--- config.mk ---
export PLATFORM = sky130hd
export DESIGN_NAME = pdc_dma_ctrl
export DESIGN_NICKNAME = d
export VERILOG_FILES = /design/src/rtl/pdc_pkg.sv /design/src/rtl/pdc_pin_sync.sv /design/src/rtl/pdc_byte_cnt.sv /design/src/rtl/pdc_dma_ctrl.sv
export SDC_FILE = /design/constraint.sdc
export NUM_CORES = 1
export LEC_CHECK = 0
export BUFFER_PORTS_ARGS = -buffer_cell sky130_fd_sc_hd__buf_4
export CORE_MARGIN = 2
export CORE_UTILIZATION = 45
export DETAILED_ROUTE_END_ITERATION = 12
export PLACE_DENSITY = 0.66
export REMOVE_ABC_BUFFERS = 1
export SLEW_MARGIN = 15
export SYNTH_ARGS = -nofsm -noshare
export SYNTH_HDL_FRONTEND = slang
export SYNTH_HIERARCHICAL = 1
export SYNTH_SLANG_ARGS = --single-unit
--- constraint.sdc ---
create_clock -name clk_sys -period 4.1 [get_ports clk_sys]
set_input_delay 0.82 -clock clk_sys [delete_from_list [all_inputs] [get_ports clk_sys]]
set_output_delay 0.82 -clock clk_sys [all_outputs]
set_load 0.005 [all_outputs]
--- src/rtl/pdc_pkg.sv ---
// constants shared by the peripheral controller dma control block
package pdc_pkg;

    // command codes on the microprocessor bus
    localparam logic [7:0]  CMD_CFG_WR     = 8'hF0;
    localparam logic [7:0]  CMD_CFG_RD     = 8'hF1;
    localparam logic [7:0]  CMD_CNT_WR     = 8'hF2;
    localparam logic [7:0]  CMD_CNT_RD     = 8'hF3;
    localparam logic [7:0]  CMD_SOFT_RST   = 8'hF6;

    // dma_setup_word field positions
    localparam int          CFG_CNT_EOT_BIT = 15;
    localparam int          CFG_SHORT_BIT   = 14;
    localparam int          CFG_EP_HI       = 7;
    localparam int          CFG_EP_LO       = 4;
    localparam int          CFG_RUN_BIT     = 3;
    localparam int          CFG_BURST_HI    = 1;
    localparam int          CFG_BURST_LO    = 0;

    // reset values
    localparam logic [15:0] CFG_RST_VAL    = 16'h0000;
    localparam logic [15:0] CNT_RST_VAL    = 16'h0000;

    // endpoint buffer: packet length header skipped by dma
    localparam int          BUF_PTR_W      = 11;
    localparam logic [10:0] HDR_SKIP_BYTES = 11'h002;

    // burst length codes and sizes in bytes
    localparam logic [1:0]  BURST_SEL_1    = 2'h0;
    localparam logic [1:0]  BURST_SEL_4    = 2'h1;
    localparam logic [1:0]  BURST_SEL_8    = 2'h2;
    localparam logic [4:0]  BURST_BYTES_1  = 5'h01;
    localparam logic [4:0]  BURST_BYTES_4  = 5'h04;
    localparam logic [4:0]  BURST_BYTES_8  = 5'h08;
    localparam logic [4:0]  BURST_BYTES_16 = 5'h10;

    // positions in the synchronised pin vector
    localparam int          PIN_W          = 22;
    localparam int          PIN_CS_N       = 21;
    localparam int          PIN_WR_N       = 20;
    localparam int          PIN_RD_N       = 19;
    localparam int          PIN_A0         = 18;
    localparam int          PIN_DACK_N     = 17;
    localparam int          PIN_EOT_N      = 16;
    localparam logic [21:0] PIN_RST_VAL    = 22'h3F0000;

    // command bus phase
    typedef enum logic [1:0]
    {
        BUS_IDLE = 2'b00,
        BUS_DATA = 2'b01,
        BUS_DONE = 2'b10
    } pdc_bus_t;

endpackage

--- src/rtl/pdc_pin_sync.sv ---
// three-flop pin synchroniser, a change counts once stages two and three agree
`timescale 1ns/1ps
module pdc_pin_sync
#(
    parameter int          W       = 1,
    parameter logic [W-1:0] RST_VAL = '0
)
(
    input  wire logic         clk_sys,
    input  wire logic         rst,
    input  wire logic [W-1:0] pin_in,
    output logic      [W-1:0] pin_stable
);
    typedef struct packed
    {
        logic [W-1:0] s1;
        logic [W-1:0] s2;
        logic [W-1:0] s3;
        logic [W-1:0] st;
    } pdc_sync_t;

    pdc_sync_t sy_r;
    pdc_sync_t sy_nxt;

    initial
    begin
        if (W < 1)
            $error("pdc_pin_sync: width must be at least one");
    end

    // shift chain; stable value follows only where stages agree
    always_comb
    begin
        sy_nxt    = sy_r;
        sy_nxt.s1 = pin_in;
        sy_nxt.s2 = sy_r.s1;
        sy_nxt.s3 = sy_r.s2;
        for (int i = 0; i < W; i++)
        begin
            if (sy_r.s2[i] == sy_r.s3[i])
                sy_nxt.st[i] = sy_r.s3[i];
        end
    end

    always_ff @(posedge clk_sys or posedge rst)
    begin
        if (rst)
            sy_r <= '{s1: RST_VAL, s2: RST_VAL, s3: RST_VAL, st: RST_VAL};
        else
            sy_r <= sy_nxt;
    end

    assign pin_stable = sy_r.st;
endmodule

--- src/rtl/pdc_byte_cnt.sv ---
// working byte counter: reload, decrement per byte, zero-reach pulse
`timescale 1ns/1ps
module pdc_byte_cnt
#(
    parameter int W = 16
)
(
    input  wire logic         clk_sys,
    input  wire logic         rst,
    input  wire logic         load,
    input  wire logic [W-1:0] load_val,
    input  wire logic         dec,
    output logic      [W-1:0] count,
    output logic              hit_zero
);
    typedef struct packed
    {
        logic [W-1:0] cnt;
        logic         zero;
    } pdc_cnt_t;

    pdc_cnt_t c_r;
    pdc_cnt_t c_nxt;

    initial
    begin
        if (W < 2)
            $error("pdc_byte_cnt: width must be at least two");
    end

    // load wins over decrement; never wraps below zero
    always_comb
    begin
        c_nxt      = c_r;
        c_nxt.zero = 1'b0;
        if (load)
            c_nxt.cnt = load_val;
        else if (dec && (c_r.cnt != '0))
        begin
            c_nxt.cnt  = c_r.cnt - W'(1);
            c_nxt.zero = (c_r.cnt == W'(1));
        end
    end

    always_ff @(posedge clk_sys or posedge rst)
    begin
        if (rst)
            c_r <= '0;
        else
            c_r <= c_nxt;
    end

    assign count    = c_r.cnt;
    assign hit_zero = c_r.zero;
endmodule

--- src/rtl/pdc_dma_ctrl.sv ---
// dma configuration, byte counter and soft reset of the peripheral controller
//
// Notes on behaviour
// - usb bus reset clears dma_run_bit only; other setup fields and count stay
// - setup word written by command F0, read by F1, one 16-bit data word
// - count_zero_eot_enable set: end-of-transfer when working counter reaches zero
// - short_packet_eot_mode set: short or empty OUT packet raises end-of-transfer
// - bits 7 to 4 select the endpoint that dma serves
// - writing run 1 starts dma, writing 0 stops any transfer at once
// - reading the run bit shows the live dma state
// - burst field 00/01/10/11 gives 1/4/8/16 bytes per burst
// - writing the count register sets the transfer byte total
// - reading the count register returns remaining bytes of current transfer
// - each re-enable reloads the working counter from the programmed count
// - count register survives usb bus reset, hardware reset gives zero
// - count register written by command F2, read by F3, one 16-bit word
// - command F6 without data resets setup, count and bus state like the hardware reset, strobe edge history and pin sync excepted
// - IN buffer holds data for the host, OUT buffer data from it
// - dma skips the two-byte length header, starting at byte two
// - external end-of-transfer on IN endpoint flushes the buffer to the host
`timescale 1ns/1ps
module pdc_dma_ctrl
    import pdc_pkg::*;
#(
    parameter int CNT_W = 16
)
(
    input  wire logic                 clk_sys,
    input  wire logic                 rst,
    input  wire logic                 cs_n,
    input  wire logic                 wr_n,
    input  wire logic                 rd_n,
    input  wire logic                 a0,
    input  wire logic [15:0]          data_in,
    output logic      [15:0]          data_out,
    output logic                      data_oe,
    input  wire logic                 dack_n,
    input  wire logic                 eot_n,
    output logic                      dreq,
    input  wire logic                 usb_bus_reset,
    input  wire logic                 ep_is_in,
    input  wire logic                 short_pkt_rx,
    input  wire logic                 buf_ready,
    output logic                      byte_strobe,
    output logic      [BUF_PTR_W-1:0] buf_ptr,
    output logic      [3:0]           dma_endpoint_select,
    output logic                      dma_run,
    output logic                      eot_event,
    output logic                      flush_in_buf
);
    typedef struct packed
    {
        pdc_bus_t             bus;
        logic [7:0]           cmd;
        logic                 wr_prev;
        logic                 rd_prev;
        logic                 dack_prev;
        logic                 eot_prev;
        logic                 wr_cs;
        logic                 wr_a0;
        logic [15:0]          wr_data;
        logic [15:0]          dout;
        logic                 oe;
        logic                 count_zero_eot_enable;
        logic                 short_packet_eot_mode;
        logic [3:0]           ep_sel;
        logic                 dma_run_bit;
        logic [1:0]           burst_size_select;
        logic [15:0]          transfer_byte_count;
        logic [4:0]           burst_cnt;
        logic [BUF_PTR_W-1:0] ptr;
        logic                 dreq;
        logic                 strobe;
        logic                 eot;
        logic                 flush;
    } pdc_state_t;

    localparam pdc_state_t ST_RST = '{
        bus:                   BUS_IDLE,
        wr_prev:               1'b0, // strobes idle inactive, no false edge
        rd_prev:               1'b0,
        dack_prev:             1'b0,
        eot_prev:              1'b0,
        count_zero_eot_enable: CFG_RST_VAL[CFG_CNT_EOT_BIT],
        short_packet_eot_mode: CFG_RST_VAL[CFG_SHORT_BIT],
        ep_sel:                CFG_RST_VAL[CFG_EP_HI:CFG_EP_LO],
        dma_run_bit:           CFG_RST_VAL[CFG_RUN_BIT],
        burst_size_select:     CFG_RST_VAL[CFG_BURST_HI:CFG_BURST_LO],
        transfer_byte_count:   CNT_RST_VAL,
        default:               '0
    };

    pdc_state_t           s_r;
    pdc_state_t           s_nxt;
    logic [PIN_W-1:0]     pins_st;
    logic [CNT_W-1:0]     work_cnt;
    logic                 work_zero;
    logic                 cnt_load;
    logic [CNT_W-1:0]     cnt_load_val;
    logic                 cnt_dec;

    initial
    begin
        if (CNT_W != 16)
            $error("pdc_dma_ctrl: counter width must be 16");
    end

    // bytes per burst for a burst select code
    function automatic logic [4:0] burst_bytes(input logic [1:0] sel);
        logic [4:0] n;
        n = BURST_BYTES_16;
        if (sel == BURST_SEL_1)
            n = BURST_BYTES_1;
        else if (sel == BURST_SEL_4)
            n = BURST_BYTES_4;
        else if (sel == BURST_SEL_8)
            n = BURST_BYTES_8;
        return n;
    endfunction

    // all bus and dma pins cross into clk_sys here
    pdc_pin_sync
    #(
        .W       (PIN_W),
        .RST_VAL (PIN_RST_VAL)
    )
    u_sync
    (
        .clk_sys    (clk_sys),
        .rst        (rst),
        .pin_in     ({cs_n, wr_n, rd_n, a0, dack_n, eot_n, data_in}),
        .pin_stable (pins_st)
    );

    // working counter behind the readable count register
    pdc_byte_cnt
    #(
        .W (CNT_W)
    )
    u_cnt
    (
        .clk_sys  (clk_sys),
        .rst      (rst),
        .load     (cnt_load),
        .load_val (cnt_load_val),
        .dec      (cnt_dec),
        .count    (work_cnt),
        .hit_zero (work_zero)
    );

    // next state: command bus, setup fields, dma engine
    always_comb
    begin
        logic       cs_st;
        logic       wr_st;
        logic       rd_st;
        logic       a0_st;
        logic       dack_st;
        logic       eot_st;
        logic       wr_rise;
        logic       rd_fall;
        logic       rd_rise;
        logic       byte_moved;
        logic       soft_rst;
        logic       start;
        logic       stop;
        logic       burst_end;
        cs_st      = ~pins_st[PIN_CS_N];
        wr_st      = ~pins_st[PIN_WR_N];
        rd_st      = ~pins_st[PIN_RD_N];
        a0_st      = pins_st[PIN_A0];
        dack_st    = ~pins_st[PIN_DACK_N];
        eot_st     = ~pins_st[PIN_EOT_N];
        wr_rise    = s_r.wr_prev && !wr_st;
        rd_fall    = !s_r.rd_prev && rd_st;
        rd_rise    = s_r.rd_prev && !rd_st;
        byte_moved = !s_r.dack_prev && dack_st && s_r.dma_run_bit;
        s_nxt      = s_r;
        soft_rst   = 1'b0;
        start      = 1'b0;
        stop       = 1'b0;
        burst_end  = 1'b0;
        cnt_load     = 1'b0;
        cnt_load_val = work_cnt;
        cnt_dec      = 1'b0;

        // edge detect on the agreed pin levels
        s_nxt.wr_prev   = wr_st;
        s_nxt.rd_prev   = rd_st;
        s_nxt.dack_prev = dack_st;
        s_nxt.eot_prev  = eot_st;
        s_nxt.strobe = 1'b0;
        s_nxt.eot    = 1'b0;
        s_nxt.flush  = 1'b0;

        // capture select, phase and data while the write strobe is low
        if (wr_st)
        begin
            s_nxt.wr_cs   = cs_st;
            s_nxt.wr_a0   = a0_st;
            s_nxt.wr_data = pins_st[15:0];
        end

        // write strobe end: command phase or data phase
        if (wr_rise && s_r.wr_cs)
        begin
            if (s_r.wr_a0)
            begin
                s_nxt.cmd = s_r.wr_data[7:0];
                s_nxt.bus = BUS_DATA;
                if (s_r.wr_data[7:0] == CMD_SOFT_RST)
                    soft_rst = 1'b1;
            end
            else if (s_r.bus == BUS_DATA)
            begin
                s_nxt.bus = BUS_DONE;
                if (s_r.cmd == CMD_CFG_WR)
                begin
                    s_nxt.count_zero_eot_enable = s_r.wr_data[CFG_CNT_EOT_BIT];
                    s_nxt.short_packet_eot_mode = s_r.wr_data[CFG_SHORT_BIT];
                    s_nxt.ep_sel = s_r.wr_data[CFG_EP_HI:CFG_EP_LO];
                    s_nxt.burst_size_select = s_r.wr_data[CFG_BURST_HI:CFG_BURST_LO];
                    if (s_r.wr_data[CFG_RUN_BIT])
                        start = !s_r.dma_run_bit;
                    else
                        stop = 1'b1;
                end
                else if (s_r.cmd == CMD_CNT_WR)
                begin
                    s_nxt.transfer_byte_count = s_r.wr_data;
                    if (!s_r.dma_run_bit)
                    begin
                        cnt_load     = 1'b1;
                        cnt_load_val = s_r.wr_data;
                    end
                end
            end
        end

        // read strobe start: drive the selected word
        if (rd_fall && cs_st && !a0_st && (s_r.bus == BUS_DATA))
        begin
            s_nxt.oe = 1'b1;
            if (s_r.cmd == CMD_CFG_RD)
                s_nxt.dout = {s_r.count_zero_eot_enable, s_r.short_packet_eot_mode, 6'h00,
                              s_r.ep_sel, s_r.dma_run_bit, 1'b0, s_r.burst_size_select};
            else if (s_r.cmd == CMD_CNT_RD)
                s_nxt.dout = work_cnt;
            else
                s_nxt.dout = 16'h0000;
        end

        // read strobe end releases the data lines
        if (rd_rise && s_r.oe)
        begin
            s_nxt.oe  = 1'b0;
            s_nxt.bus = BUS_DONE;
        end

        // byte transfer bookkeeping
        if (byte_moved)
        begin
            s_nxt.strobe = 1'b1;
            s_nxt.ptr    = s_r.ptr + BUF_PTR_W'(1);
            cnt_dec      = 1'b1;
            if (s_r.burst_cnt == burst_bytes(s_r.burst_size_select) - 5'h01)
            begin
                s_nxt.burst_cnt = 5'h00;
                burst_end       = 1'b1;
            end
            else
                s_nxt.burst_cnt = s_r.burst_cnt + 5'h01;
        end

        // end-of-transfer sources while running
        if (s_r.dma_run_bit)
        begin
            if (work_zero && s_r.count_zero_eot_enable)
            begin
                stop      = 1'b1;
                s_nxt.eot = 1'b1;
            end
            if (short_pkt_rx && s_r.short_packet_eot_mode && !ep_is_in)
            begin
                stop      = 1'b1;
                s_nxt.eot = 1'b1;
            end
            if (!s_r.eot_prev && eot_st)
            begin
                stop        = 1'b1;
                s_nxt.eot   = 1'b1;
                s_nxt.flush = ep_is_in;
            end
        end

        // bus reset stops dma, setup fields and count are left alone
        if (usb_bus_reset)
            stop = 1'b1;

        // start reloads the counter and skips the length header
        if (start)
        begin
            s_nxt.dma_run_bit = 1'b1;
            s_nxt.burst_cnt   = 5'h00;
            s_nxt.ptr         = HDR_SKIP_BYTES;
            cnt_load          = 1'b1;
            cnt_load_val      = s_r.transfer_byte_count;
        end
        if (stop)
        begin
            s_nxt.dma_run_bit = 1'b0;
            s_nxt.burst_cnt   = 5'h00;
        end

        // request while running, buffer ready, not in a byte-moved or burst-end cycle and, with count_zero_eot_enable set, bytes remain
        s_nxt.dreq = s_nxt.dma_run_bit && buf_ready && !burst_end && !byte_moved
                     && !(s_nxt.count_zero_eot_enable && (work_cnt == 16'h0000) && !start);

        // soft reset returns every register except wr_prev, rd_prev and the pin sync stages to its reset value
        if (soft_rst)
        begin
            s_nxt         = ST_RST;
            s_nxt.wr_prev = wr_st;
            s_nxt.rd_prev = rd_st;
            cnt_load      = 1'b1;
            cnt_load_val  = CNT_RST_VAL;
        end
    end

    // single state register
    always_ff @(posedge clk_sys or posedge rst)
    begin
        if (rst)
            s_r <= ST_RST;
        else
            s_r <= s_nxt;
    end

    // outputs straight from the state register
    assign data_out            = s_r.dout;
    assign data_oe             = s_r.oe;
    assign dreq                = s_r.dreq;
    assign byte_strobe         = s_r.strobe;
    assign buf_ptr             = s_r.ptr;
    assign dma_endpoint_select = s_r.ep_sel;
    assign dma_run             = s_r.dma_run_bit;
    assign eot_event           = s_r.eot;
    assign flush_in_buf        = s_r.flush;
endmodule

== Yosys cells after proc, flatten, opt, wreduce, memory -nomap -nowiden ==
Cells that the tools add are included.

* Add/subtract/negate cells: 4
* Eq/ne operators: 41
* Mux-type cells: 75
* Bitwise logic cells: 5
* Reductions and logical operators: 51

{| class="wikitable"
|+ Operators with widths
! operator !! number
|-
| $mux W16 || 15
|-
| $mux W94 || 1
|-
| $mux W18 || 4
|-
| $eq A8 B8 Y1 const B || 5
|-
| $mux W1 || 35
|-
| $mux W17 || 2
|-
| $mux W5 || 6
|-
| $mux W6 || 4
|-
| $eq A1 B1 Y1 || 22
|-
| $logic_and A1 B1 Y1 || 21
|-
| $eq A16 B1 Y1 const B || 1
|-
| $logic_not A16 Y1 || 1
|-
| $reduce_bool A16 Y1 || 1
|-
| $sub A16 B1 Y16 const B || 1
|-
| $reduce_bool A2 Y1 || 7
|-
| $mux W2 || 6
|-
| $ne A4 B1 Y1 const B || 3
|-
| $ne A4 B2 Y1 const B || 3
|-
| $add A11 B1 Y11 const B || 1
|-
| $logic_not A1 Y1 || 10
|-
| $mux W10 || 1
|-
| $reduce_bool A3 Y1 || 3
|-
| $mux W8 || 1
|-
| $reduce_bool A4 Y1 || 2
|-
| other kinds (13) || 20
|}

* Register bits after elaboration: 199
* Input port bits: 28

== Logic depth before layout (Yosys ltp) ==
* Depth after elaboration: 16
* Depth in mapped cells: 12
* Mapped depth without buffers: 9

== Cells and area by module ==
Netlist, hierarchy kept.

{| class="wikitable"
|+ Modules (own cells, without submodules)
! module !! times used !! cells each !! area an instance (um^2)
|-
| pdc_dma_ctrl || 1 || 456 || 4419.2
|-
| pdc_pin_sync || 1 || 133 || 2648.8
|-
| pdc_byte_cnt || 1 || 121 || 1123.6
|}

== Worst setup path before layout ==
No wires, ideal clock.

* Path type: reg2reg
* Start: register u_sync.sy_r (netlist bit u_sync/pin_stable[20])
* End: register u_cnt.c_r (netlist bit u_cnt/count[3])
* Arrival time: 2.308 ns
* Setup slack: 1.658 ns
* Stages on the path, launching flop included: 11
* Buffers on the path: 3
* Clock period less this slack: 2.442 ns
* Cell sequence: dfstp_2 buf_4 nand4_2 or3_1 buf_6 nand2_1 or2_2 clkbuf_1 nor3b_1 a311oi_1 o21ai_0

* Word-level cells in the longest chain between the ends: 7
* Elaborated cells on any way between the ends: 18
* Classes of those cells: 6 x eq/ne; 8 x mux; 4 x reduce/logical

{| class="wikitable"
|+ RTL lines
! what !! RTL line !! text
|-
| start: declaration || pdc_pin_sync.sv:22 || <nowiki>pdc_sync_t sy_r;</nowiki>
|-
| start signal: assignment || pdc_pin_sync.sv:48 || <nowiki>sy_r <= '{s1: RST_VAL, s2: RST_VAL, s3: RST_VAL, st: RST_VAL};</nowiki>
|-
| start signal: assignment || pdc_pin_sync.sv:50 || <nowiki>sy_r <= sy_nxt;</nowiki>
|-
| $logic_and A1 B1 Y1 (*) || pdc_dma_ctrl.sv:174 || <nowiki>wr_rise = s_r.wr_prev && !wr_st;</nowiki>
|-
| $logic_and A1 B1 Y1 (*) || pdc_dma_ctrl.sv:205 || <nowiki>if (wr_rise && s_r.wr_cs)</nowiki>
|-
| $mux W1 || pdc_dma_ctrl.sv:205 ||
|-
| $mux W1 || pdc_dma_ctrl.sv:301 || <nowiki>if (start)</nowiki>
|-
| $mux W1 (*) || pdc_dma_ctrl.sv:320 || <nowiki>if (soft_rst)</nowiki>
|-
| via cnt_load || pdc_dma_ctrl.sv:98 || <nowiki>logic cnt_load;</nowiki>
|-
| $ne A4 B1 Y1 (no line) (tied with other cells) || n/a ||
|-
| $reduce_and A7 Y1 (no line) || n/a ||
|-
| end signal: assignment || pdc_byte_cnt.sv:50 || <nowiki>c_r <= c_nxt;</nowiki>
|-
| end: declaration || pdc_byte_cnt.sv:22 || <nowiki>pdc_cnt_t c_r;</nowiki>
|}

The timed path passes the listed nets; every way through them passes the cells marked *.
A chain may end at the register's enable or synchronous reset.

== Worst setup path after layout ==
* Start: register u_sync.sy_r (netlist bit u_sync/pin_stable[20])
* End: register u_cnt.c_r (netlist bit u_cnt/count[2])

Same word-level chain as after synthesis.

==> impl_metrics.yaml <==
outcome:
  status: "complete, no violations"
run:
  max_cap_violations: 0
timing:
  finalCriticalPeriod_ps: 3150
  setup_viol: 0
  max_freq_mhz: 318
  hold_viol: 0
  slew_viol_final: 0
  slew_headroom: 0.343
  rsz0062_at_grt: "no"
  tightest_slew_ps: 985
  whs_ps: 348
  finalCritPeriodShare: 0.768
  finalClockSkew_ps: 8.16
route:
  firstDrtPassIters: 5
  drt_iter0_markers: 439
  wl_per_cell_microns: 17.6
  wl_microns: 16900
  via_per_inst: 5.43
  vias: 5226
  ant_nets: 0
  route.detailed.drc: 0
logic_synthesis:
  synth_cells: 710
  yosysMostFrequentCell: "dfrtp_1"
  synthTopCellsByCount: "dfrtp_1, nand2_1, nor2_1"
  synth.distinct_cells: 59
  async_reset_ff_frac: 1.00
  yosysTopAreaCell: "dfrtp_1"
  synth_area_sq_um: 8190
  netlist_top_cells_area: "dfrtp_1, dfstp_2, buf_4"
  synth-main-ff-cell: "dfrtp_1"
  syn_area_per_cell_sq_um: 11.5
  synth_top_cell_area_share: 0.519
  yosysWarnings: 6
  synth_edf_count: 0
  ys_ff_latch: 194
  yosysSeqAreaShare: 0.596
clock_network:
  hold_buffers: 0
  clock_latency_ps: 430
  clock_path_buffers: 2
  htree_levels: 4
  cts_resized: 0
  cts_setup_buffers: 0
  cts_buffers: 17
  cts_tree: "yes"
  clk_pin_slew_ps: 70
  cts_sinks: 194
  clock-root-buffer: "clkbuf_16"
worst_setup_path:
  path_max_fanout: 24
  rr_worst_depth: 8
  crit_slowest_cell: "dfstp_2"
  path_class: "reg2reg"
  worst_ep_arrival_time_ps: 3440
  r2r_setup_slack_ps: 950
  worstPathCellList: "nand4_2, or3_1, nand2_1, or2_2, inv_1, and3_1, a21oi_1, o41ai_1"
  critPathCaptureType: "flip-flop"
  r2r-end: "u_cnt/count[2]"
  startpoint_type: "flip-flop"
  max_stage_delay_ps: 540
  rr_startpoint: "u_sync/pin_stable[20]"
  critPathRequiredTime_ps: 4400
floorplanning:
  core_sq_um: 17900
  start_util: 0.458
  pin_count: 65
  fp.dieArea_sq_um: 19300
  num_rows: 49
  die_height_microns: 139
  die_w_microns: 139
pwr:
  sw_frac_of_total: 0.256
  cellPowerDensity_nw_per_um2: 469
  power_frac_comb: 0.092
  leakagePower_nw: 4.13
  p_int_mw: 3.17
  clkPwrFrac: 0.378
  p_switching_mw: 1.09
  seq_power_share: 0.530
  ir_drop_uv: 303
hold_path:
  min_to: "u_sync/sy_nxt[37]"
  hold_path.class: "reg2reg"
  hold_depth: 0
  hold_path_startpoint: "u_sync/sy_nxt[59]"
cells_and_area:
  num_antenna_cells: 0
  fillCellCount: 1577
  synthToLayoutAreaGrowth_pct: 11.0
  layout-drive-gt1-share: 0.246
  post-route-util: 0.508
  nets: 752
global_routing:
  grt_antenna_before_repair: 0
  grt-ovfl-total: 0
  grt_max_degree: 57
  grt_pass1_wl_microns: 28400
  track_usage: 0.186
  grt_pass1_vias: 5382
placed_design:
  place_congestion: 0.838
  port_buffers: 64
  dp.final_hpwl_microns: 11700
## power by group through the flow
stage	clock network, mW	registers [mW]	logic (mW)
4_1_cts	1.66	2.26	0.402
5_1_grt	1.74	2.28	0.449
6_report	1.61	2.26	0.393
3_5_place_dp	0	2.29	0.397
3_3_place_gp	0	2.28	0.382
2_1_floorplan	0	2.25	0.247
## critical path, delay by kind of cell, from the launching register on
kind            cells  cell delay (ps)
buf+inv             1              390
flops               1              540
simple gates        5             1880
compound gates      2              200
## cell families (layout without fill, tap and decap cells)
group,count (synthesis),count (layout),synth area share
mux,45,45,0.0557
simple gates,214,214,0.136
fa+ha+maj,26,26,0.0364
flops,194,194,0.596
xor+xnor,7,7,0.00748
buf+inv,97,120,0.0739
compound gates,127,127,0.0942
## per-stage QoR
| stage | TNS [ps] | cells | power [mW] | cell area, sq um | worst slack (ps) |
|---|---|---|---|---|---|
| finish | 0 | 962 | 4.26 | 9090 | 951 |
| global route | 0 | 962 | 4.47 | 9090 | 689 |
| CTS | 0 | 962 | 4.32 | 9090 | 988 |
| detailed placement | 0 | 930 | 2.69 | 8510 | 1000 |
| global placement | 0 | 930 | 2.66 | 8510 | 1050 |
| floorplan | -9750 | 625 | 2.50 | 7630 | -704 |
## final cells by class
type	count	area [sq um]	area share
repair buffers	76	571	0.0628
flip-flops and latches	194	4880	0.537
inverters	12	47.5	0.00523
well taps	229	287	0.0315
clock buffers	21	492	0.0541
clock inverters	11	92.6	0.0102
multi-input cells	419	2720	0.299
## layout by cell type (no fill, tap or decap), types with 4 or more instances in the layout
cell / count
and2_1: 4
a211oi_1: 7
nor3_1: 6
nor2_1: 57
nand4b_1: 4
or4_1: 4
ha_1: 4
or3_1: 6
clkinv_2: 4
inv_1: 9
mux2_2: 5
o21ai_0: 55
nor4_1: 6
clkinv_4: 4
mux2i_1: 40
buf_4: 76
nand2b_1: 4
a31oi_1: 10
dfrtp_1: 170
xor2_1: 6
a22o_1: 7
nand2_1: 69
clkbuf_16: 18
nand4_1: 5
dfstp_2: 24
maj3_2: 22
nand3_1: 12
a22oi_1: 9
a21oi_1: 24
and3_1: 8
## registers in the layout, indices dropped and copies added (netlist names)
| register | count |
|---|---|
| u_sync/sy_r | 22 |
| dreq | 1 |
| buf_ptr | 11 |
| u_sync/pin_stable | 22 |
| dma_endpoint_select | 4 |
| u_cnt/count | 16 |
| dma_run | 1 |
| data_out | 16 |
| data_oe | 1 |
| u_sync/sy_nxt | 44 |
| flush_in_buf | 1 |
| byte_strobe | 1 |
| u_cnt/hit_zero | 1 |
| eot_event | 1 |
| s_r | 52 |
## worst max-delay path by stage
stage | cells after the start | slack, ps | to | startpoint
floorplan | 8 | -700 | u_cnt/count[2] | u_sync/pin_stable[20]
global placement | 8 | 1050 | u_cnt/count[2] | u_sync/pin_stable[20]
detailed placement | 8 | 1000 | u_cnt/count[2] | u_sync/pin_stable[20]
CTS | 8 | 990 | u_cnt/count[2] | u_sync/pin_stable[20]
global route | 8 | 690 | u_cnt/count[2] | u_sync/pin_stable[20]
finish | 8 | 950 | u_cnt/count[2] | u_sync/pin_stable[20]
## metal layers
layer	GRT usage	wire [microns]
met5	0	0
met4	0.0702	364
met3	0.0387	767
met2	0.296	8170
met1	0.254	7620
(Power assumes the default switching activity.)
